--- src/rtl/cte_pkg.sv ---
package cte_pkg;

   // Memory commands presented by the scheduler
   typedef enum logic [2:0] {
      CTE_NOP = 3'h0,
      CTE_MRS = 3'h1,
      CTE_REF = 3'h2,
      CTE_PRE = 3'h3,
      CTE_ACT = 3'h4,
      CTE_WR  = 3'h5,
      CTE_RD  = 3'h6
   } cte_op_e;

   typedef struct packed {
      cte_op_e op;
      logic [2:0] bank;
   } cte_cmd_s;

   localparam int CTE_AW = 8;
   localparam int CTE_GW = 8;

   // Register byte offsets
   localparam logic [7:0] CTE_OFF_BANK_CFG = 8'h00;
   localparam logic [7:0] CTE_OFF_REFRESH = 8'h04;
   localparam logic [7:0] CTE_OFF_TIMING = 8'h08;
   localparam logic [7:0] CTE_OFF_TIMING2 = 8'h0c;
   localparam logic [7:0] CTE_OFF_STATUS = 8'h10;

   // Bank configuration
   localparam int CTE_UNLOCK_BIT = 15;
   localparam logic [31:0] CTE_BANK_CFG_MASK = 32'h0000_8000;
   localparam logic [31:0] CTE_BANK_CFG_RST = 32'h0000_0000;

   // Refresh control
   localparam logic [15:0] CTE_RI_RST = 16'h0884;
   localparam logic [15:0] CTE_RI_MIN = 16'h0100;

   // First timing register fields
   localparam int CTE_RFC_LSB = 25;
   localparam int CTE_RFC_W = 7;
   localparam int CTE_RP_LSB = 22;
   localparam int CTE_RCD_LSB = 19;
   localparam int CTE_WR_LSB = 16;
   localparam int CTE_RAS_LSB = 11;
   localparam int CTE_RC_LSB = 6;
   localparam int CTE_RRD_LSB = 3;
   localparam int CTE_WTR_LSB = 0;
   localparam int CTE_W3 = 3;
   localparam int CTE_W5 = 5;
   localparam int CTE_W2 = 2;
   localparam logic [31:0] CTE_TIM_MASK = 32'hffff_fffb;
   localparam logic [31:0] CTE_TIM_RST = 32'h0000_0000;

   // Second timing register fields
   localparam int CTE_XSNR_LSB = 16;
   localparam int CTE_XSNR_W = 7;
   localparam int CTE_XSRD_LSB = 8;
   localparam int CTE_XSRD_W = 8;
   localparam int CTE_RTP_LSB = 5;
   localparam int CTE_CKE_LSB = 0;
   localparam logic [31:0] CTE_TIM2_MASK = 32'h01ff_ffff;
   localparam logic [31:0] CTE_TIM2_RST = 32'h001d_f145;

   // Gap counter indices
   localparam int CTE_G_RFC = 0;
   localparam int CTE_G_RP = 1;
   localparam int CTE_G_RCD = 2;
   localparam int CTE_G_WR = 3;
   localparam int CTE_G_RAS = 4;
   localparam int CTE_G_RC = 5;
   localparam int CTE_G_RRD = 6;
   localparam int CTE_G_WTR = 7;
   localparam int CTE_G_XSNR = 8;
   localparam int CTE_G_XSRD = 9;
   localparam int CTE_G_RTP = 10;
   localparam int CTE_G_CKE = 11;
   localparam int CTE_NGAP = 12;

endpackage : cte_pkg

--- src/rtl/cte_gap_counter.sv ---
`timescale 1ns/1ns
module cte_gap_counter #(
   parameter int WIDTH = 8
) (
   // Clock and reset
   input wire logic i_clock,
   input wire logic i_sys_rst,
   input wire logic i_ce,
   // Control
   input wire logic i_tick,
   input wire logic i_start,
   input wire logic [WIDTH-1:0] i_load,
   // Status
   output logic o_done
);

   logic [WIDTH-1:0] cnt_q;
   logic [WIDTH-1:0] cnt_d;

   // Load on start, count down one per memory clock edge
   always_comb begin
      cnt_d = cnt_q;
      if (i_start) begin
         cnt_d = i_load;
      end else if (i_tick && (cnt_q != '0)) begin
         cnt_d = cnt_q - WIDTH'(1);
      end
   end

   always_ff @(posedge i_clock or posedge i_sys_rst) begin
      if (i_sys_rst) begin
         cnt_q <= '0;
      end else if (i_ce) begin
         cnt_q <= cnt_d;
      end
   end

   assign o_done = (cnt_q == '0);

endmodule : cte_gap_counter

--- src/rtl/cte_timing_enforcer.sv ---
// Functional notes
// - After refresh or mode-load, wait rfc gap plus one before refresh or activate.
// - After precharge, wait precharge_gap plus one before refresh or activate.
// - After activate, wait activate_to_access_gap plus one before read or write.
// - After last write transfer, hold precharge for write_recovery_gap plus one.
// - Changing write_recovery_gap by a write starts memory initialization.
// - After activate, no precharge for row_active_min plus one cycles.
// - Successive activates spaced by row_cycle_gap plus one cycles.
// - Activates to different banks spaced by bank_activate_gap plus one.
// - After last write, wait write_to_read_gap plus one before a read.
// - Second timing register writes accepted only while timing unlock is set.
// - After self-refresh exit, non-read commands wait exit gap plus one.
// - After self-refresh exit, reads wait read exit gap plus one.
// - After last read, precharge waits read_to_precharge_gap plus one.
// - Clock-enable transitions spaced by clock_enable_hold plus one cycles.
// - Reserved bits 24-23 of second timing register have undefined reset.
// - First timing register writes accepted only while timing unlock is set.
// - Refresh interval writes below 0100h load twice the refresh cycle gap.
//
// Chosen here: the register offsets and the Wishbone slave port.
`timescale 1ns/1ns
module cte_timing_enforcer (
   // Clock, reset, enable
   input wire logic i_clock,
   input wire logic i_sys_rst,
   input wire logic i_ce,
   // Wishbone slave
   input wire logic i_wb_cyc,
   input wire logic i_wb_stb,
   input wire logic i_wb_we,
   input wire logic [cte_pkg::CTE_AW-1:0] i_wb_adr,
   input wire logic [3:0] i_wb_sel,
   input wire logic [31:0] i_wb_dat,
   output logic [31:0] o_wb_dat,
   output logic o_wb_ack,
   // Memory clock from the link
   input wire logic i_mem_clk,
   // Command request from scheduler
   input wire logic i_cmd_valid,
   input wire cte_pkg::cte_cmd_s i_cmd,
   output logic o_cmd_ready,
   input wire logic i_cke_req,
   // Command stream to memory
   output logic o_cmd_valid,
   output cte_pkg::cte_cmd_s o_cmd,
   output logic o_mem_cke,
   // System outputs
   output logic o_init_start,
   output logic [15:0] o_refresh_interval
);
   import cte_pkg::*;

   // All register state of the block; the gap counters sit in their own instances
   typedef struct packed {
      logic [2:0] sync;
      logic ack;
      logic [31:0] rdat;
      logic [31:0] bank_cfg;
      logic [15:0] refresh;
      logic [31:0] timing;
      logic [31:0] timing2;
      logic cke;
      logic cmd_valid;
      cte_cmd_s cmd;
      logic [2:0] last_bank;
      logic init_start;
   } cte_state_s;

   cte_state_s q;
   cte_state_s d;

   // Decoded strobes and qualifiers
   logic tick;
   logic unlock;
   logic bus_wr;
   logic cke_change;
   logic sr_exit;
   logic allowed;
   logic issue;

   // Gap counter wiring, one lane per tracked spacing
   logic [CTE_NGAP-1:0] gap_done;
   logic [CTE_NGAP-1:0] gap_start;
   logic [CTE_NGAP-1:0][CTE_GW-1:0] gap_load;

   // Candidate register values built from the bus write data
   logic [31:0] wr_val;
   logic [31:0] new_tim;
   logic [15:0] new_ri;

   ////////////////////////////////////////////////////////////////////////////
   // Merge write data under byte enables
   function automatic logic [31:0] merge_sel(input logic [31:0] old_v, input logic [31:0] new_v,
                                             input logic [3:0] sel);
      logic [31:0] r;
      r = old_v;
      for (int i = 0; i < 4; i++) begin
         if (sel[i]) begin
            r[i*8 +: 8] = new_v[i*8 +: 8];
         end
      end
      return r;
   endfunction : merge_sel

   ////////////////////////////////////////////////////////////////////////////
   // Memory clock edge, after two synchroniser stages
   // The first stage may go metastable, so only the second stage reads it
   assign tick = q.sync[1] & ~q.sync[2];
   assign unlock = q.bank_cfg[CTE_UNLOCK_BIT];
   assign bus_wr = i_wb_cyc & i_wb_stb & i_wb_we & q.ack;
   assign wr_val = i_wb_dat;

   // Clock enable moves only on a memory clock edge once its hold gap is met
   // A rising clock enable marks the self-refresh exit that the exit gaps time
   assign cke_change = tick & (i_cke_req != q.cke) & gap_done[CTE_G_CKE];
   assign sr_exit = cke_change & i_cke_req;

   // Per-command check against every gap that applies
   always_comb begin
      case (i_cmd.op)
         CTE_REF: begin
            allowed = gap_done[CTE_G_RFC] & gap_done[CTE_G_RP] & gap_done[CTE_G_XSNR];
         end
         CTE_MRS: begin
            allowed = gap_done[CTE_G_XSNR];
         end
         // Same-bank activates are held apart by the row cycle gap alone
         CTE_ACT: begin
            allowed = gap_done[CTE_G_RFC] & gap_done[CTE_G_RP] & gap_done[CTE_G_RC]
                      & (gap_done[CTE_G_RRD] | (i_cmd.bank == q.last_bank))
                      & gap_done[CTE_G_XSNR];
         end
         CTE_PRE: begin
            allowed = gap_done[CTE_G_WR] & gap_done[CTE_G_RAS] & gap_done[CTE_G_RTP]
                      & gap_done[CTE_G_XSNR];
         end
         CTE_WR: begin
            allowed = gap_done[CTE_G_RCD] & gap_done[CTE_G_XSNR];
         end
         CTE_RD: begin
            allowed = gap_done[CTE_G_RCD] & gap_done[CTE_G_WTR] & gap_done[CTE_G_XSRD];
         end
         default: begin
            allowed = 1'b1;
         end
      endcase
   end

   // Issue only on a memory clock edge, with clock enable high and every gap that applies met
   // Never on the tick that moves clock enable, so no command meets a changing edge
   assign issue = i_cmd_valid & tick & q.cke & ~cke_change & allowed;
   assign o_cmd_ready = issue;

   ////////////////////////////////////////////////////////////////////////////
   // Gap starts and reload values
   always_comb begin
      gap_start = '0;
      gap_start[CTE_G_RFC] = issue & ((i_cmd.op == CTE_REF) | (i_cmd.op == CTE_MRS));
      gap_start[CTE_G_RP] = issue & (i_cmd.op == CTE_PRE);
      gap_start[CTE_G_RCD] = issue & (i_cmd.op == CTE_ACT);
      gap_start[CTE_G_WR] = issue & (i_cmd.op == CTE_WR);
      gap_start[CTE_G_RAS] = issue & (i_cmd.op == CTE_ACT);
      gap_start[CTE_G_RC] = issue & (i_cmd.op == CTE_ACT);
      gap_start[CTE_G_RRD] = issue & (i_cmd.op == CTE_ACT);
      gap_start[CTE_G_WTR] = issue & (i_cmd.op == CTE_WR);
      gap_start[CTE_G_XSNR] = sr_exit;
      gap_start[CTE_G_XSRD] = sr_exit;
      gap_start[CTE_G_RTP] = issue & (i_cmd.op == CTE_RD);
      gap_start[CTE_G_CKE] = cke_change;
      // A field of N reloads N, which spaces the next command N+1 ticks away
      gap_load = '0;
      gap_load[CTE_G_RFC] = CTE_GW'(q.timing[CTE_RFC_LSB +: CTE_RFC_W]);
      gap_load[CTE_G_RP] = CTE_GW'(q.timing[CTE_RP_LSB +: CTE_W3]);
      gap_load[CTE_G_RCD] = CTE_GW'(q.timing[CTE_RCD_LSB +: CTE_W3]);
      gap_load[CTE_G_WR] = CTE_GW'(q.timing[CTE_WR_LSB +: CTE_W3]);
      gap_load[CTE_G_RAS] = CTE_GW'(q.timing[CTE_RAS_LSB +: CTE_W5]);
      gap_load[CTE_G_RC] = CTE_GW'(q.timing[CTE_RC_LSB +: CTE_W5]);
      gap_load[CTE_G_RRD] = CTE_GW'(q.timing[CTE_RRD_LSB +: CTE_W3]);
      gap_load[CTE_G_WTR] = CTE_GW'(q.timing[CTE_WTR_LSB +: CTE_W2]);
      gap_load[CTE_G_XSNR] = CTE_GW'(q.timing2[CTE_XSNR_LSB +: CTE_XSNR_W]);
      gap_load[CTE_G_XSRD] = CTE_GW'(q.timing2[CTE_XSRD_LSB +: CTE_XSRD_W]);
      gap_load[CTE_G_RTP] = CTE_GW'(q.timing2[CTE_RTP_LSB +: CTE_W3]);
      gap_load[CTE_G_CKE] = CTE_GW'(q.timing2[CTE_CKE_LSB +: CTE_W5]);
   end

   // One counter per gap, all running together
   // Counters step on the synchronised memory clock edge, not on every system clock
   generate
      for (genvar g = 0; g < CTE_NGAP; g++) begin : g_gap
         cte_gap_counter #(
            .WIDTH(CTE_GW)
         ) u_gap (
            .i_clock(i_clock),
            .i_sys_rst(i_sys_rst),
            .i_ce(i_ce),
            .i_tick(tick),
            .i_start(gap_start[g]),
            .i_load(gap_load[g]),
            .o_done(gap_done[g])
         );
      end
   endgenerate

   ////////////////////////////////////////////////////////////////////////////
   // Next state
   always_comb begin
      d = q;
      new_tim = (merge_sel(q.timing, wr_val, i_wb_sel) & CTE_TIM_MASK);
      new_ri = 16'(merge_sel({16'h0000, q.refresh}, wr_val, i_wb_sel));
      d.sync = {q.sync[1:0], i_mem_clk};
      d.cmd_valid = 1'b0;
      d.init_start = 1'b0;

      // Bus answer one cycle after the request, dropped the cycle after
      d.ack = i_wb_cyc & i_wb_stb & ~q.ack;
      if (d.ack) begin
         if (i_wb_adr == CTE_OFF_BANK_CFG) begin
            d.rdat = q.bank_cfg;
         end else if (i_wb_adr == CTE_OFF_REFRESH) begin
            d.rdat = {16'h0000, q.refresh};
         end else if (i_wb_adr == CTE_OFF_TIMING) begin
            d.rdat = q.timing;
         end else if (i_wb_adr == CTE_OFF_TIMING2) begin
            d.rdat = q.timing2;
         end else if (i_wb_adr == CTE_OFF_STATUS) begin
            // Busy lanes read as one while their gap still runs
            d.rdat = {19'h00000, q.cke, ~gap_done};
         end else begin
            d.rdat = 32'h0000_0000;
         end
      end

      // Register writes take effect at the acknowledged edge
      if (bus_wr) begin
         if (i_wb_adr == CTE_OFF_BANK_CFG) begin
            d.bank_cfg = merge_sel(q.bank_cfg, wr_val, i_wb_sel) & CTE_BANK_CFG_MASK;
         end else if (i_wb_adr == CTE_OFF_REFRESH) begin
            // Too short an interval falls back to twice the refresh cycle gap
            if (new_ri < CTE_RI_MIN) begin
               d.refresh = {8'h00, q.timing[CTE_RFC_LSB +: CTE_RFC_W], 1'b0};
            end else begin
               d.refresh = new_ri;
            end
         end else if (i_wb_adr == CTE_OFF_TIMING) begin
            // Locked writes are still acknowledged but leave the register alone
            if (unlock) begin
               d.timing = new_tim;
               // Only a changed write recovery field restarts the memory
               if (new_tim[CTE_WR_LSB +: CTE_W3] != q.timing[CTE_WR_LSB +: CTE_W3]) begin
                  d.init_start = 1'b1;
               end
            end
         end else if (i_wb_adr == CTE_OFF_TIMING2) begin
            if (unlock) begin
               d.timing2 = merge_sel(q.timing2, wr_val, i_wb_sel) & CTE_TIM2_MASK;
            end
         end
      end

      // Command and clock enable to memory
      if (issue) begin
         d.cmd_valid = 1'b1;
         d.cmd = i_cmd;
         if (i_cmd.op == CTE_ACT) begin
            d.last_bank = i_cmd.bank;
         end
      end
      if (cke_change) begin
         d.cke = i_cke_req;
      end
   end

   ////////////////////////////////////////////////////////////////////////////
   // State register
   // Clock enable low freezes every field, the synchroniser included
   always_ff @(posedge i_clock or posedge i_sys_rst) begin
      if (i_sys_rst) begin
         q.sync <= 3'h0;
         q.ack <= 1'b0;
         q.rdat <= 32'h0000_0000;
         q.bank_cfg <= CTE_BANK_CFG_RST;
         q.refresh <= CTE_RI_RST;
         q.timing <= CTE_TIM_RST;
         q.timing2 <= CTE_TIM2_RST;
         q.cke <= 1'b0;
         q.cmd_valid <= 1'b0;
         q.cmd <= '{op: CTE_NOP, bank: 3'h0};
         q.last_bank <= 3'h0;
         q.init_start <= 1'b0;
      end else if (i_ce) begin
         q <= d;
      end
   end

   // Outputs
   assign o_wb_dat = q.rdat;
   assign o_wb_ack = q.ack;
   assign o_cmd_valid = q.cmd_valid;
   assign o_cmd = q.cmd;
   assign o_mem_cke = q.cke;
   assign o_init_start = q.init_start;
   assign o_refresh_interval = q.refresh;

endmodule : cte_timing_enforcer

--- config.mk ---
export PLATFORM = sky130hd
export DESIGN_NAME = cte_timing_enforcer
export DESIGN_NICKNAME = d
export VERILOG_FILES = /design/src/rtl/cte_pkg.sv /design/src/rtl/cte_gap_counter.sv /design/src/rtl/cte_timing_enforcer.sv
export SDC_FILE = /design/constraint.sdc
export NUM_CORES = 1
export LEC_CHECK = 0
export BUFFER_PORTS_ARGS = -buffer_cell sky130_fd_sc_hd__buf_4
export CAP_MARGIN = 10
export CORE_MARGIN = 2
export CORE_UTILIZATION = 50
export CTS_CLUSTER_SIZE = 30
export DETAILED_ROUTE_END_ITERATION = 10
export PLACE_DENSITY = 0.72
export SLEW_MARGIN = 20
export SYNTH_ARGS = -nofsm -noshare
export SYNTH_HDL_FRONTEND = slang
export SYNTH_SLANG_ARGS = --single-unit
--- constraint.sdc ---
create_clock -name i_clock -period 7.7 [get_ports i_clock]
set_input_delay 0.77 -clock i_clock [delete_from_list [all_inputs] [get_ports i_clock]]
set_output_delay 0.77 -clock i_clock [all_outputs]
set_load 0.02 [all_outputs]
==> results of run 1 <==
==> cell families (layout without fill, tap and decap cells) <==
logic type / after synthesis / after routing / share of synthesized area
mux: 93 / 93 / 0.08804
flops: 217 / 217 / 0.4642
compound gates: 309 / 309 / 0.1743
buf+inv: 157 / 220 / 0.06832
simple gates: 435 / 435 / 0.1780
xor+xnor: 15 / 15 / 0.01119
fa+ha+maj: 15 / 15 / 0.01599
==> power by group <==
part,internal (mW),switching (mW),total [mW]
sequential,1.34,0.200,1.54
combinational,0.305,0.392,0.698
clock,0.695,0.475,1.17
==> registers in the layout, indices dropped and copies added, names as in the netlist <==
name	cells
g_gap.u_gap.cnt_q	96
o_init_start	1
q	7
o_mem_cke	1
o_cmd	6
o_cmd_valid	1
d	2
o_wb_ack	1
gap_load	54
o_wb_dat	32
o_refresh_interval	16
==> through the flow <==
step | std cells | setup WS, ns
2_1_floorplan | 1241 | 1.019
3_3_place_gp | 1577 | 3.753
3_5_place_dp | 1577 | 3.651
4_1_cts | 1623 | 3.546
5_1_grt | 1623 | 3.359
6_report | 1623 | 3.531
==> area by class of cell <==
type                    count  area (um^2)
fillers                  2083         9967
multi-input cells         867         5510
flip-flops and latches    217         5449
repair buffers            125        938.4
clock buffers              35        693.2
well taps                 319        399.1
inverters                  49        191.4
clock inverters            11        113.9
==> layer usage <==
| layer | up-vias | wire length, um | GRT usage |
|---|---|---|---|
| li1 | 4530 | - | - |
| met5 | - | 0 | 0 |
| met4 | 0 | 945 | 0.07922 |
| met2 | 325 | 14930 | 0.4234 |
| met1 | 4796 | 14200 | 0.3669 |
| met3 | 57 | 1885 | 0.04020 |
==> cell usage in the layout (no fill, tap or decap), types with 17 or more instances in the layout <==
cell type                   Yosys  layout
sky130_fd_sc_hd__a21oi_1       54      54
sky130_fd_sc_hd__a22oi_1       29      29
sky130_fd_sc_hd__buf_4         54     125
sky130_fd_sc_hd__clkbuf_16      0      25
sky130_fd_sc_hd__dfrtp_1      202     202
sky130_fd_sc_hd__inv_1         48      47
sky130_fd_sc_hd__mux2_2        79      79
sky130_fd_sc_hd__nand2_1      154     153
sky130_fd_sc_hd__nand3_1       17      17
sky130_fd_sc_hd__nor2_1       100      99
sky130_fd_sc_hd__nor3_1        50      50
sky130_fd_sc_hd__nor4_1        18      18
sky130_fd_sc_hd__o21ai_0       88      88
sky130_fd_sc_hd__or3_1         17      17
==> path summary, 6_finish.rpt <==
kind | from | endpoint | slack (ns) | depth (start not counted)
setup / recovery | g_gap[3].u_gap.cnt_q[0]$_DFFE_PP0P_ | o_cmd_ready | 3.53 | 10
hold / removal | i_sys_rst | gap_load[73]$_DFFE_PP0P_ | 0.37 | 2
setup reg to reg | g_gap[0].u_gap.cnt_q[0]$_DFFE_PP0P_ | g_gap[5].u_gap.cnt_q[4]$_DFFE_PP0P_ | 3.65 | 9
hold reg to reg | g_gap[0].u_gap.cnt_q[7]$_DFFE_PP0P_ | g_gap[0].u_gap.cnt_q[7]$_DFFE_PP0P_ | 0.47 | 1
max in group asynchronous | i_sys_rst | g_gap[1].u_gap.cnt_q[5]$_DFFE_PP0P_ | 5.37 | 4
min in group i_clock | g_gap[0].u_gap.cnt_q[7]$_DFFE_PP0P_ | g_gap[0].u_gap.cnt_q[7]$_DFFE_PP0P_ | 0.47 | 1
==> load_flow_metrics.sql, run 1 <==
INSERT INTO impl_metrics (metric_group, metric, value, unit) VALUES
('run_status', 'result_of_the_run', 'completed', ''),
('finish', 'postLayoutCellArea', '13300', 'um^2'),
('yosys', 'synth_top_area_share', '0.4306', ''),
('placed_design', 'portBuffers', '117', ''),
('cts', 'cts_inserted_buffers', '25', ''),
('timing', 'layout_worst_path_cycle_share', '0.5415', ''),
('finish', 'finalNetCount', '1359', ''),
('cts', 'tritoncts_clock_tree', 'built', ''),
('worst_setup_path', 'worst_path_required', '6.93', 'ns'),
('die', 'chipHeight', '157.2', 'um'),
('power_and_ir_drop', 'total_power', '3.403', 'mW'),
('finish', 'n_antenna_cell', '0', ''),
('yosys', 'synthesis.area_per_instance', '9.459', 'um^2'),
('yosys', 'synthesis.instances', '1241', ''),
('global_route', 'grt_pass1_vias', '9318', ''),
('worst_setup_path', 'end_kind', 'primary output', ''),
('worst_setup_path', 'crit_path_cell_trace', 'inv_1 > ha_1 > or4b_4 > or4_4 > or4_4 > a21oi_2 > o31ai_1 > buf_4 > inv_1 > buf_4', ''),
('cts', 'postCtsResizedCells', '0', ''),
('die', 'floorplan.die.width', '157.2', 'um'),
('timing', 'final_report_hold_violation_count', '0', ''),
('global_route', 'gr-total-overflow', '0', ''),
('cts', 'clock_latency', '0.53', 'ns'),
('yosys', 'ys_seq_elements', '217', ''),
('power_and_ir_drop', 'cellLeakagePower', '6.074', 'nW'),
('placed_design', 'dp_hpwl', '23120', 'um'),
('worst_setup_path', 'path_delay_family', 'simple AND/OR/NAND/NOR gates', ''),
('timing', 'finalMaxSlewViolations', '0', ''),
('detailed_routing', 'initialDrtViolationCount', '846', ''),
('timing', 'tightest_slew', '0.9260', 'ns'),
('timing', 'timing.max_slew.rel_slack', '0.3785', ''),
('detailed_routing', 'route.detailed.wl_per_inst', '19.69', 'um'),
('worst_setup_path', 'worst_ep_arrival_time', '3.40', 'ns'),
('detailed_routing', 'drc_errors', '0', ''),
('worst_setup_path', 'critical_path.startpoint_type', 'register', ''),
('yosys', 'largest_area_contributor_in_the_netlist', 'sky130_fd_sc_hd__dfrtp_1', ''),
('finish', 'drive_above_1_share', '0.2201', ''),
('job', 'maxCapViolations', '0', ''),
('cts', 'sink_count', '217', ''),
('detailed_routing', 'detailedRoute.firstPassIterationCount', '7', ''),
('cts', 'cts-root-to-sink-buffers', '3', ''),
('yosys', 'synth_flop_cell', 'sky130_fd_sc_hd__dfrtp_1', ''),
('yosys', 'synthesis.area', '11740', 'um^2'),
('yosys', 'synth.net_count', '1315', ''),
('finish', 'synthToLayoutAreaGrowth', '13.26', '%'),
('timing', 'finalHoldWorstSlack', '0.3704', 'ns'),
('placed_design', 'gp_congestion', '0.9312', ''),
('placed_design', 'post_dp_cell_area', '12480', 'um^2'),
('timing', 'setup-tns-final', '0', 'ns'),
('timing', 'clock_skew', '0.01970', 'ns'),
('yosys', 'ys_types', '75', ''),
('worst_setup_path', 'crit_path_max_fanout', '9', ''),
('cts', 'postCtsSetupBuffers', '0', ''),
('yosys', 'synth-edff-count', '0', ''),
('yosys', 'synth.yosys.seq_area_share', '0.4642', ''),
('worst_setup_path', 'crit_type', 'reg2out', ''),
('worst_setup_path', 'critPathMaxStageDelay', '0.50', 'ns'),
('die', 'initial_utilization', '0.5046', ''),
('die', 'row_count', '56', ''),
('yosys', 'synthTopCellsByArea', 'sky130_fd_sc_hd__dfrtp_1 43%, sky130_fd_sc_hd__mux2_2 7.6%, sky130_fd_sc_hd__nand2_1 4.9%, sky130_fd_sc_hd__o21ai_0 3.8%, sky130_fd_sc_hd__buf_4 3.5%', ''),
('global_route', 'grt_start_max_net_pins', '110', ''),
('global_route', 'grt_use_total', '0.2623', ''),
('detailed_routing', 'viasPerCell', '5.982', ''),
('global_route', 'grt_first_pass_wirelength', '50940', 'um'),
('yosys', 'synthArstFlopShare', '1.000', ''),
('worst_setup_path', 'slowest_stage', 'sky130_fd_sc_hd__or4b_4', ''),
('timing', 'layout_min_cycle_time', '4.169', 'ns'),
('timing', 'timing.final.setup_violations', '0', ''),
('die', 'floorplan.die_area', '24720', 'um^2'),
('global_route', 'initial_antenna_violation_count', '0', ''),
('timing', 'rsz0062_at_grt', 'false', ''),
('cts', 'h_tree_level_count', '1', '');
Power figures use the tool's default switching activity.
==> inputs of run 2 (changes only) <==
Settings changed: ABC_AREA set to 1.
Clock period 7.7 ns to 4 ns, I/O delays scaled along.
==> run 2 against run 1 <==
Net effect:
- synthesized cell count up 27%
- via count grew 8.5%
- setup slack got worse by 2.8 ns
- sequential power grew 64%
- clock power is 100% higher
- flip-flop and latch count did not move
- total power grew 83%
- combinational power increased by 89%
- critical endpoint unchanged
==> load_flow_metrics.sql, run 2 <==
INSERT INTO impl_metrics (metric_group, metric, value, unit) VALUES
('timing', 'rsz0062_at_grt', 'false', ''),
('power_and_ir_drop', 'power.ir.vdd_worst', '0.0002971', 'V'),
('die', 'pin_count', '118', ''),
('yosys', 'ys_warn_count', '0', ''),
('die', 'fp.coreArea', '24250', 'um^2'),
('worst_setup_path', 'critPathMaxStageDelay', '0.38', 'ns'),
('timing', 'layout_min_cycle_time', '3.220', 'ns'),
('yosys', 'synth_flop_cell', 'sky130_fd_sc_hd__dfrtp_1', ''),
('finish', 'finalNetCount', '1709', ''),
('yosys', 'ys_types', '54', ''),
('worst_setup_path', 'crit_path_max_fanout', '25', ''),
('worst_setup_path', 'slowest_stage', 'sky130_fd_sc_hd__nor2_8', ''),
('worst_setup_path', 'crit_path_cell_trace', 'inv_1 > ha_1 > nand2_1 > nor2_1 > nand2_1 > nor3_2 > nand3_2 > nand2_2 > nor2_8 > buf_4 > nand2_4 > inv_1 > buf_4', ''),
('yosys', 'synth.cells.most_frequent', '490 x sky130_fd_sc_hd__nand2_1, 202 x sky130_fd_sc_hd__dfrtp_1, 148 x sky130_fd_sc_hd__inv_1', ''),
('cts', 'h_tree_level_count', '1', ''),
('yosys', 'largest_area_contributor_in_the_netlist', 'sky130_fd_sc_hd__dfrtp_1', ''),
('worst_setup_path', 'path_delay_family', 'simple AND/OR/NAND/NOR gates', ''),
('global_route', 'gr-total-overflow', '0', ''),
('yosys', 'synth.net_count', '1653', ''),
('worst_setup_path', 'end_kind', 'primary output', ''),
('placed_design', 'gp_congestion', '0.9056', ''),
('yosys', 'synthesis.instances', '1579', ''),
('timing', 'finalMaxSlewViolations', '0', ''),
('timing', 'setup_ws', '0.7805', 'ns'),
('yosys', 'synth-edff-count', '0', ''),
('finish', 'layout_commonest_cell', 'sky130_fd_sc_hd__nand2_1', ''),
('finish', 'fin_cells', '1977', ''),
('timing', 'tightest_slew', '1.086', 'ns'),
('die', 'initial_utilization', '0.5084', ''),
('detailed_routing', 'initialDrtViolationCount', '892', ''),
('detailed_routing', 'route.final.wire_length', '31510', 'um'),
('run_status', 'result_of_the_run', 'completed', ''),
('cts', 'clock_latency', '0.53', 'ns'),
('power_and_ir_drop', 'powerDensity', '446.1', 'nW/um^2'),
('cts', 'clkTransAtPathRegs', '0.06', 'ns'),
('detailed_routing', 'detailedRoute.firstPassIterationCount', '5', ''),
('cts', 'sink_count', '217', ''),
('detailed_routing', 'viasPerCell', '5.329', ''),
('timing', 'timing.final.setup_violations', '0', ''),
('detailed_routing', 'drc_errors', '0', ''),
('timing', 'layout_worst_path_cycle_share', '0.8049', ''),
('finish', 'drive_above_1_share', '0.1446', ''),
('global_route', 'initial_antenna_violation_count', '0', ''),
('die', 'chipHeight', '161.0', 'um'),
('yosys', 'synth_top_area_share', '0.4100', ''),
('placed_design', 'portBuffers', '117', ''),
('timing', 'final_report_hold_violation_count', '0', ''),
('cts', 'cts_inserted_buffers', '24', ''),
('timing', 'setup-tns-final', '0', 'ns'),
('timing', 'timing.max_slew.rel_slack', '0.2757', ''),
('placed_design', 'placed_cells', '1932', ''),
('detailed_routing', 'route.detailed.wl_per_inst', '15.94', 'um'),
('finish', 'max_flop_register', 'g_gap.u_gap.cnt_q', ''),
('die', 'floorplan.die_area', '25930', 'um^2'),
('detailed_routing', 'detail-route-antenna-nets', '0', ''),
('finish', 'synthToLayoutAreaGrowth', '12.98', '%'),
('worst_setup_path', 'worst_ep_arrival_time', '2.82', 'ns'),
('cts', 'postCtsSetupBuffers', '0', ''),
('yosys', 'synthTopCellsByArea', 'sky130_fd_sc_hd__dfrtp_1 41%, sky130_fd_sc_hd__nand2_1 15%, sky130_fd_sc_hd__o21ai_0 5.6%, sky130_fd_sc_hd__inv_1 4.5%, sky130_fd_sc_hd__nand3_1 4.1%', ''),
('power_and_ir_drop', 'total_power', '6.214', 'mW'),
('yosys', 'synth.yosys.seq_area_share', '0.4420', ''),
('worst_setup_path', 'crit_type', 'reg2out', ''),
('timing', 'maxClockFrequency', '310.6', 'MHz'),
('timing', 'finalHoldWorstSlack', '0.09223', 'ns'),
('job', 'maxCapViolations', '0', ''),
('global_route', 'grt_first_pass_wirelength', '52180', 'um'),
('cts', 'cts_root_buf', 'sky130_fd_sc_hd__clkbuf_16', ''),
('worst_setup_path', 'worst_path_required', '3.60', 'ns'),
('die', 'row_count', '57', ''),
('placed_design', 'dp_hpwl', '22850', 'um'),
('placed_design', 'dp_worst_setup_slack', '1.136', 'ns'),
('power_and_ir_drop', 'cellLeakagePower', '7.284', 'nW'),
('global_route', 'grt_use_total', '0.2475', ''),
('yosys', 'synthesis.area', '12330', 'um^2'),
('global_route', 'grt_start_max_net_pins', '183', ''),
('timing', 'clock_skew', '0.01523', 'ns'),
('die', 'floorplan.die.width', '161.0', 'um'),
('cts', 'tritoncts_clock_tree', 'built', ''),
('finish', 'n_antenna_cell', '0', ''),
('yosys', 'ys_seq_elements', '217', ''),
('finish', 'largest_reg_flops', '96', ''),
('cts', 'cts-root-to-sink-buffers', '3', ''),
('yosys', 'synthArstFlopShare', '1.000', ''),
('worst_setup_path', 'critical_path.startpoint_type', 'register', ''),
('worst_hold_path', 'min_path_type', 'in2reg', ''),
('yosys', 'synthMostInstantiatedCell', 'sky130_fd_sc_hd__nand2_1', ''),
('yosys', 'synthesis.area_per_instance', '7.808', 'um^2'),
('finish', 'most-common-layout-cells', '490 x sky130_fd_sc_hd__nand2_1, 202 x sky130_fd_sc_hd__dfrtp_1, 147 x sky130_fd_sc_hd__inv_1, 138 x sky130_fd_sc_hd__o21ai_0, 126 x sky130_fd_sc_hd__buf_4', ''),
('worst_setup_path', 'worst-path-buf-inv', '4', ''),
('global_route', 'grt_pass1_vias', '10070', ''),
('detailed_routing', 'route.vias.total', '10540', '');
==> run 2: cell types whose count changed after synthesis, sizes merged, moves of 21 or more <==
cell and delta:
nand4 +52, buf +21, o21ai +53, xor2 +41
nand2 +343, nor3 -25, inv +107, nand3 +89
a21oi -37, mux2 -74, clkbuf -31, a22oi -28
==> run 2: stage by stage <==
stage	utilization	area [um^2]
after floorplan	-	12330
after global placement	0.5384	13060
after detailed placement	0.5384	13060
after CTS	0.5744	13930
after global routing	0.5744	13930
final	0.5744	13930
==> run 2: final cells by class <==
| class | count | area, um^2 |
|---|---|---|
| Inverter | 164 | 619.3 |
| Multi-Input combinational cell | 1100 | 5617 |
| Timing Repair Buffer | 128 | 975.9 |
| Tap cell | 324 | 405.4 |
| Clock buffer | 36 | 735.7 |
| Sequential cell | 217 | 5449 |
| Clock inverter | 8 | 126.4 |
| Fill cell | 2232 | 10320 |
==> run 2: worst register-to-register path, delay by kind of cell, from the launching register on <==
| family | cells | cell delay, ns |
|---|---|---|
| adder cells (fa/ha/maj) | 1 | 0.19 |
| AO/OA/AOI/OAI | 3 | 0.65 |
| flip-flops | 1 | 0.38 |
| AND/OR/NAND/NOR | 7 | 1.46 |
| buffers and inverters | 1 | 0.09 |
==> run 2: path summary, 6_finish.rpt <==
| path | depth (start not counted) | slack, ns | end | startpoint |
|---|---|---|---|---|
| max | 13 | 0.78 | o_cmd_ready | g_gap[11].u_gap.cnt_q[0]$_DFFE_PP0P_ |
| min | 3 | 0.09 | d[158]$_DFFE_PP0P_ | i_mem_clk |
| max reg2reg | 12 | 1.11 | g_gap[8].u_gap.cnt_q[4]$_DFFE_PP0P_ | g_gap[11].u_gap.cnt_q[0]$_DFFE_PP0P_ |
| min reg2reg | 2 | 0.48 | o_cmd[0]$_DFFE_PP0P_ | o_cmd[0]$_DFFE_PP0P_ |
| max in group asynchronous | 4 | 2.45 | o_wb_dat[6]$_DFFE_PP0P_ | i_sys_rst |
| min in group asynchronous | 3 | 0.32 | o_cmd_valid$_DFFE_PP0P_ | i_sys_rst |
==> run 2: logic make-up (layout without fill, tap and decap cells) <==
family	count (synthesis)	after routing	synth area share
simple gates	804	804	0.2914
buf+inv	262	336	0.1024
flops	217	217	0.4420
compound gates	208	208	0.09551
xor+xnor	65	65	0.04618
fa+ha+maj	15	15	0.01522
mux	8	8	0.007308
==> run 2: power by group <==
part | leakage (nW) | internal [mW] | switching, mW
Combinational | 3.97 | 0.519 | 0.798
Clock | 0.429 | 1.46 | 0.916
Sequential | 2.88 | 2.38 | 0.141
==> run 2: timing repair <==
item,in CTS,in global routing
setup endpoints to repair,0,0
hold endpoints to repair,1,0
gates resized for setup,0,0
hold buffers,1,0
==> run 2: per-layer routing <==
metal,routed length (um),global-route usage,up-vias,part of all wire
li1,-,-,5188,-
met3,2244,0.03518,51,0.071
met4,793,0.06534,0,0.025
met1,14630,0.3662,4948,0.46
met5,0,0,-,0
met2,13850,0.3843,348,0.44
==> inputs of run 3 (changes only) <==
Clock period 4 ns to 3.3 ns, I/O delays scaled along.
==> run 3 against run 2 <==
Net effect:
- hold slack worse by 0.056 ns
- setup slack worse by 0.35 ns
- clock-buffer cell count stayed put
- total power rose by 19%
- flip-flop and latch count unchanged
- register-to-register slack got worse by 0.68 ns
- combinational power is 22% higher
- die area is the same
- first-iteration DRC count decreased by 2.2%
- critical path depth down 2
- global-route usage increased by 0.31 points
- critical path type unchanged
- largest cell class unchanged
- largest power group unchanged
==> load_flow_metrics.sql, run 3 (synthesis results as in run 2) <==
INSERT INTO impl_metrics (metric_group, metric, value, unit) VALUES
('worst_hold_path', 'timing.hold.worst_path_depth', '3', ''),
('cts', 'h_tree_level_count', '1', ''),
('die', 'fp.coreArea', '24250', 'um^2'),
('detailed_routing', 'viasPerCell', '5.344', ''),
('timing', 'timing.final.setup_violations', '0', ''),
('job', 'maxCapViolations', '0', ''),
('worst_setup_path', 'reg2reg_slack', '0.43', 'ns'),
('detailed_routing', 'initialDrtViolationCount', '872', ''),
('cts', 'cts-root-to-sink-buffers', '3', ''),
('worst_setup_path', 'worstReg2RegStart', 'g_gap[7].u_gap.cnt_q[0]$_DFFE_PP0P_', ''),
('finish', 'postLayoutCellArea', '13970', 'um^2'),
('die', 'floorplan.die_area', '25930', 'um^2'),
('finish', 'finalNetCount', '1718', ''),
('timing', 'tightest_slew', '0.9553', 'ns'),
('placed_design', 'dp_hpwl', '23130', 'um'),
('detailed_routing', 'route.vias.total', '10610', ''),
('worst_setup_path', 'crit_path_max_fanout', '24', ''),
('finish', 'drive_above_1_share', '0.1468', ''),
('worst_setup_path', 'end_kind', 'primary output', ''),
('placed_design', 'gp_congestion', '0.8566', ''),
('timing', 'layout_worst_path_cycle_share', '0.8708', ''),
('power_and_ir_drop', 'power.ir.vdd_worst', '0.0003146', 'V'),
('die', 'row_count', '57', ''),
('detailed_routing', 'detail-route-antenna-nets', '0', ''),
('worst_setup_path', 'worst_path_required', '2.97', 'ns'),
('worst_setup_path', 'ff2ff_path_depth', '12', ''),
('finish', 'synthToLayoutAreaGrowth', '13.29', '%'),
('timing', 'setup-tns-final', '0', 'ns'),
('cts', 'clkTransAtPathRegs', '0.06', 'ns'),
('global_route', 'grt_first_pass_wirelength', '52920', 'um'),
('timing', 'timing.max_slew.rel_slack', '0.3588', ''),
('detailed_routing', 'route.detailed.wl_per_inst', '15.91', 'um'),
('timing', 'rsz0062_at_grt', 'false', ''),
('worst_setup_path', 'worst_setup_path_startpoint', 'g_gap[7].u_gap.cnt_q[0]$_DFFE_PP0P_', ''),
('global_route', 'grt_pass1_vias', '10140', ''),
('worst_setup_path', 'worst_ep_arrival_time', '2.54', 'ns'),
('finish', 'layout_commonest_cell', 'sky130_fd_sc_hd__nand2_1', ''),
('cts', 'sink_count', '217', ''),
('finish', 'n_antenna_cell', '0', ''),
('power_and_ir_drop', 'powerDensity', '529.3', 'nW/um^2'),
('worst_setup_path', 'r2r_end', 'g_gap[5].u_gap.cnt_q[1]$_DFFE_PP0P_', ''),
('detailed_routing', 'route.final.wire_length', '31610', 'um'),
('global_route', 'grt_use_total', '0.2507', ''),
('die', 'chipHeight', '161.0', 'um'),
('cts', 'cts_root_buf', 'sky130_fd_sc_hd__clkbuf_16', ''),
('timing', 'clock_skew', '0.01750', 'ns'),
('finish', 'max_flop_register', 'g_gap.u_gap.cnt_q', ''),
('detailed_routing', 'drc_errors', '0', ''),
('placed_design', 'placed_cells', '1939', ''),
('timing', 'maxClockFrequency', '348.0', 'MHz'),
('cts', 'clock_latency', '0.52', 'ns'),
('cts', 'cts_inserted_buffers', '25', ''),
('die', 'initial_utilization', '0.5084', ''),
('run_status', 'result_of_the_run', 'completed', ''),
('worst_setup_path', 'cp-endpoint', 'o_cmd_ready', ''),
('worst_hold_path', 'min_path_type', 'in2reg', ''),
('placed_design', 'portBuffers', '117', ''),
('global_route', 'initial_antenna_violation_count', '0', ''),
('worst_setup_path', 'crit_type', 'reg2out', ''),
('die', 'pin_count', '118', ''),
('cts', 'tritoncts_clock_tree', 'built', ''),
('timing', 'final_report_hold_violation_count', '0', ''),
('detailed_routing', 'detailedRoute.firstPassIterationCount', '7', ''),
('finish', 'fin_cells', '1986', ''),
('power_and_ir_drop', 'cellLeakagePower', '7.298', 'nW'),
('global_route', 'gr-total-overflow', '0', ''),
('finish', 'most-common-layout-cells', '490 x sky130_fd_sc_hd__nand2_1, 202 x sky130_fd_sc_hd__dfrtp_1, 147 x sky130_fd_sc_hd__inv_1, 138 x sky130_fd_sc_hd__o21ai_0, 132 x sky130_fd_sc_hd__buf_4', ''),
('cts', 'postCtsSetupBuffers', '0', ''),
('die', 'floorplan.die.width', '161.0', 'um'),
('global_route', 'grt_start_max_net_pins', '190', ''),
('finish', 'largest_reg_flops', '96', ''),
('timing', 'layout_min_cycle_time', '2.874', 'ns'),
('timing', 'finalMaxSlewViolations', '0', ''),
('worst_setup_path', 'critical_path.startpoint_type', 'register', ''),
('placed_design', 'post_dp_cell_area', '13120', 'um^2');
run 3: cell types whose count changed in the layout (fill, tap and decap cells not counted), moves of 2 or more:
cell / before / now
sky130_fd_sc_hd__buf_4: 126 / 132
sky130_fd_sc_hd__clkbuf_1: 3 / 7
sky130_fd_sc_hd__clkbuf_8: 9 / 4
sky130_fd_sc_hd__clkinvlp_4: 1 / 3
run 3: power breakdown:
part | switching [mW] | internal [mW] | total (mW)
logic | 0.969 | 0.638 | 1.61
registers | 0.172 | 2.88 | 3.05
clock network | 1.09 | 1.64 | 2.73
total | 2.23 | 5.16 | 7.39
run 3: worst max-delay path, cell delays in order (launching register included):
cell	delay, ns
sky130_fd_sc_hd__dfrtp_1	0.38
sky130_fd_sc_hd__inv_1	0.12
sky130_fd_sc_hd__ha_1	0.20
sky130_fd_sc_hd__nand2_1	0.09
sky130_fd_sc_hd__nor3_1	0.24
sky130_fd_sc_hd__nand3b_1	0.18
sky130_fd_sc_hd__inv_1	0.17
sky130_fd_sc_hd__a21oi_2	0.12
sky130_fd_sc_hd__nand2_8	0.22
sky130_fd_sc_hd__nand2_4	0.10
sky130_fd_sc_hd__inv_1	0.07
sky130_fd_sc_hd__buf_4	0.13
run 3: layout make-up:
type	count	area (um^2)
clock buffer	36	706.9
clock inverter	9	100.1
fill	2236	10280
inverter	164	619.3
multi-input combinational	1100	5617
sequential	217	5449
tap	324	405.4
timing repair buffer	136	1069
run 3: repair_timing:
item                                   in CTS  in global routing
setup endpoints to repair                   0                  0
resized for setup                           0                  0
endpoints found under the hold margin      28                  0
hold buffers                                1                  0
run 3: through the flow:
stage / hold slack, ns / utilization / worst slack, ns / total power, mW
detailed placement: 0.4614 / 0.5411 / 0.4874 / 4.691
CTS: 0.02400 / 0.5748 / 0.3952 / 7.430
global route: 0.02934 / 0.5760 / 0.2310 / 7.844
floorplan: 0.4422 / - / 0.1561 / 4.326
global placement: 0.4548 / 0.5411 / 0.6361 / 4.647
finish: 0.03630 / 0.5760 / 0.4264 / 7.392
run 3: routing by layer:
layer | GRT usage | vias to the layer above | share of wire
met2 | 0.3995 | 357 | 0.45
met3 | 0.03313 | 42 | 0.072
met4 | 0.05195 | 0 | 0.016
li1 | - | 5209 | -
met5 | 0 | - | 0
met1 | 0.3695 | 5005 | 0.46
run 3: worst min path at each step:
stage / endpoint / slack (ns) / startpoint
finish: d[158]$_DFFE_PP0P_ / 0.04 / i_mem_clk
CTS: gap_load[5]$_DFFE_PP0P_ / 0.02 / i_wb_dat[30]
global placement: d[158]$_DFFE_PP0P_ / 0.45 / d[158]$_DFFE_PP0P_
global route: gap_load[6]$_DFFE_PP0P_ / 0.03 / i_wb_dat[31]
floorplan: d[158]$_DFFE_PP0P_ / 0.44 / d[158]$_DFFE_PP0P_
detailed placement: o_cmd[0]$_DFFE_PP0P_ / 0.46 / o_cmd[0]$_DFFE_PP0P_
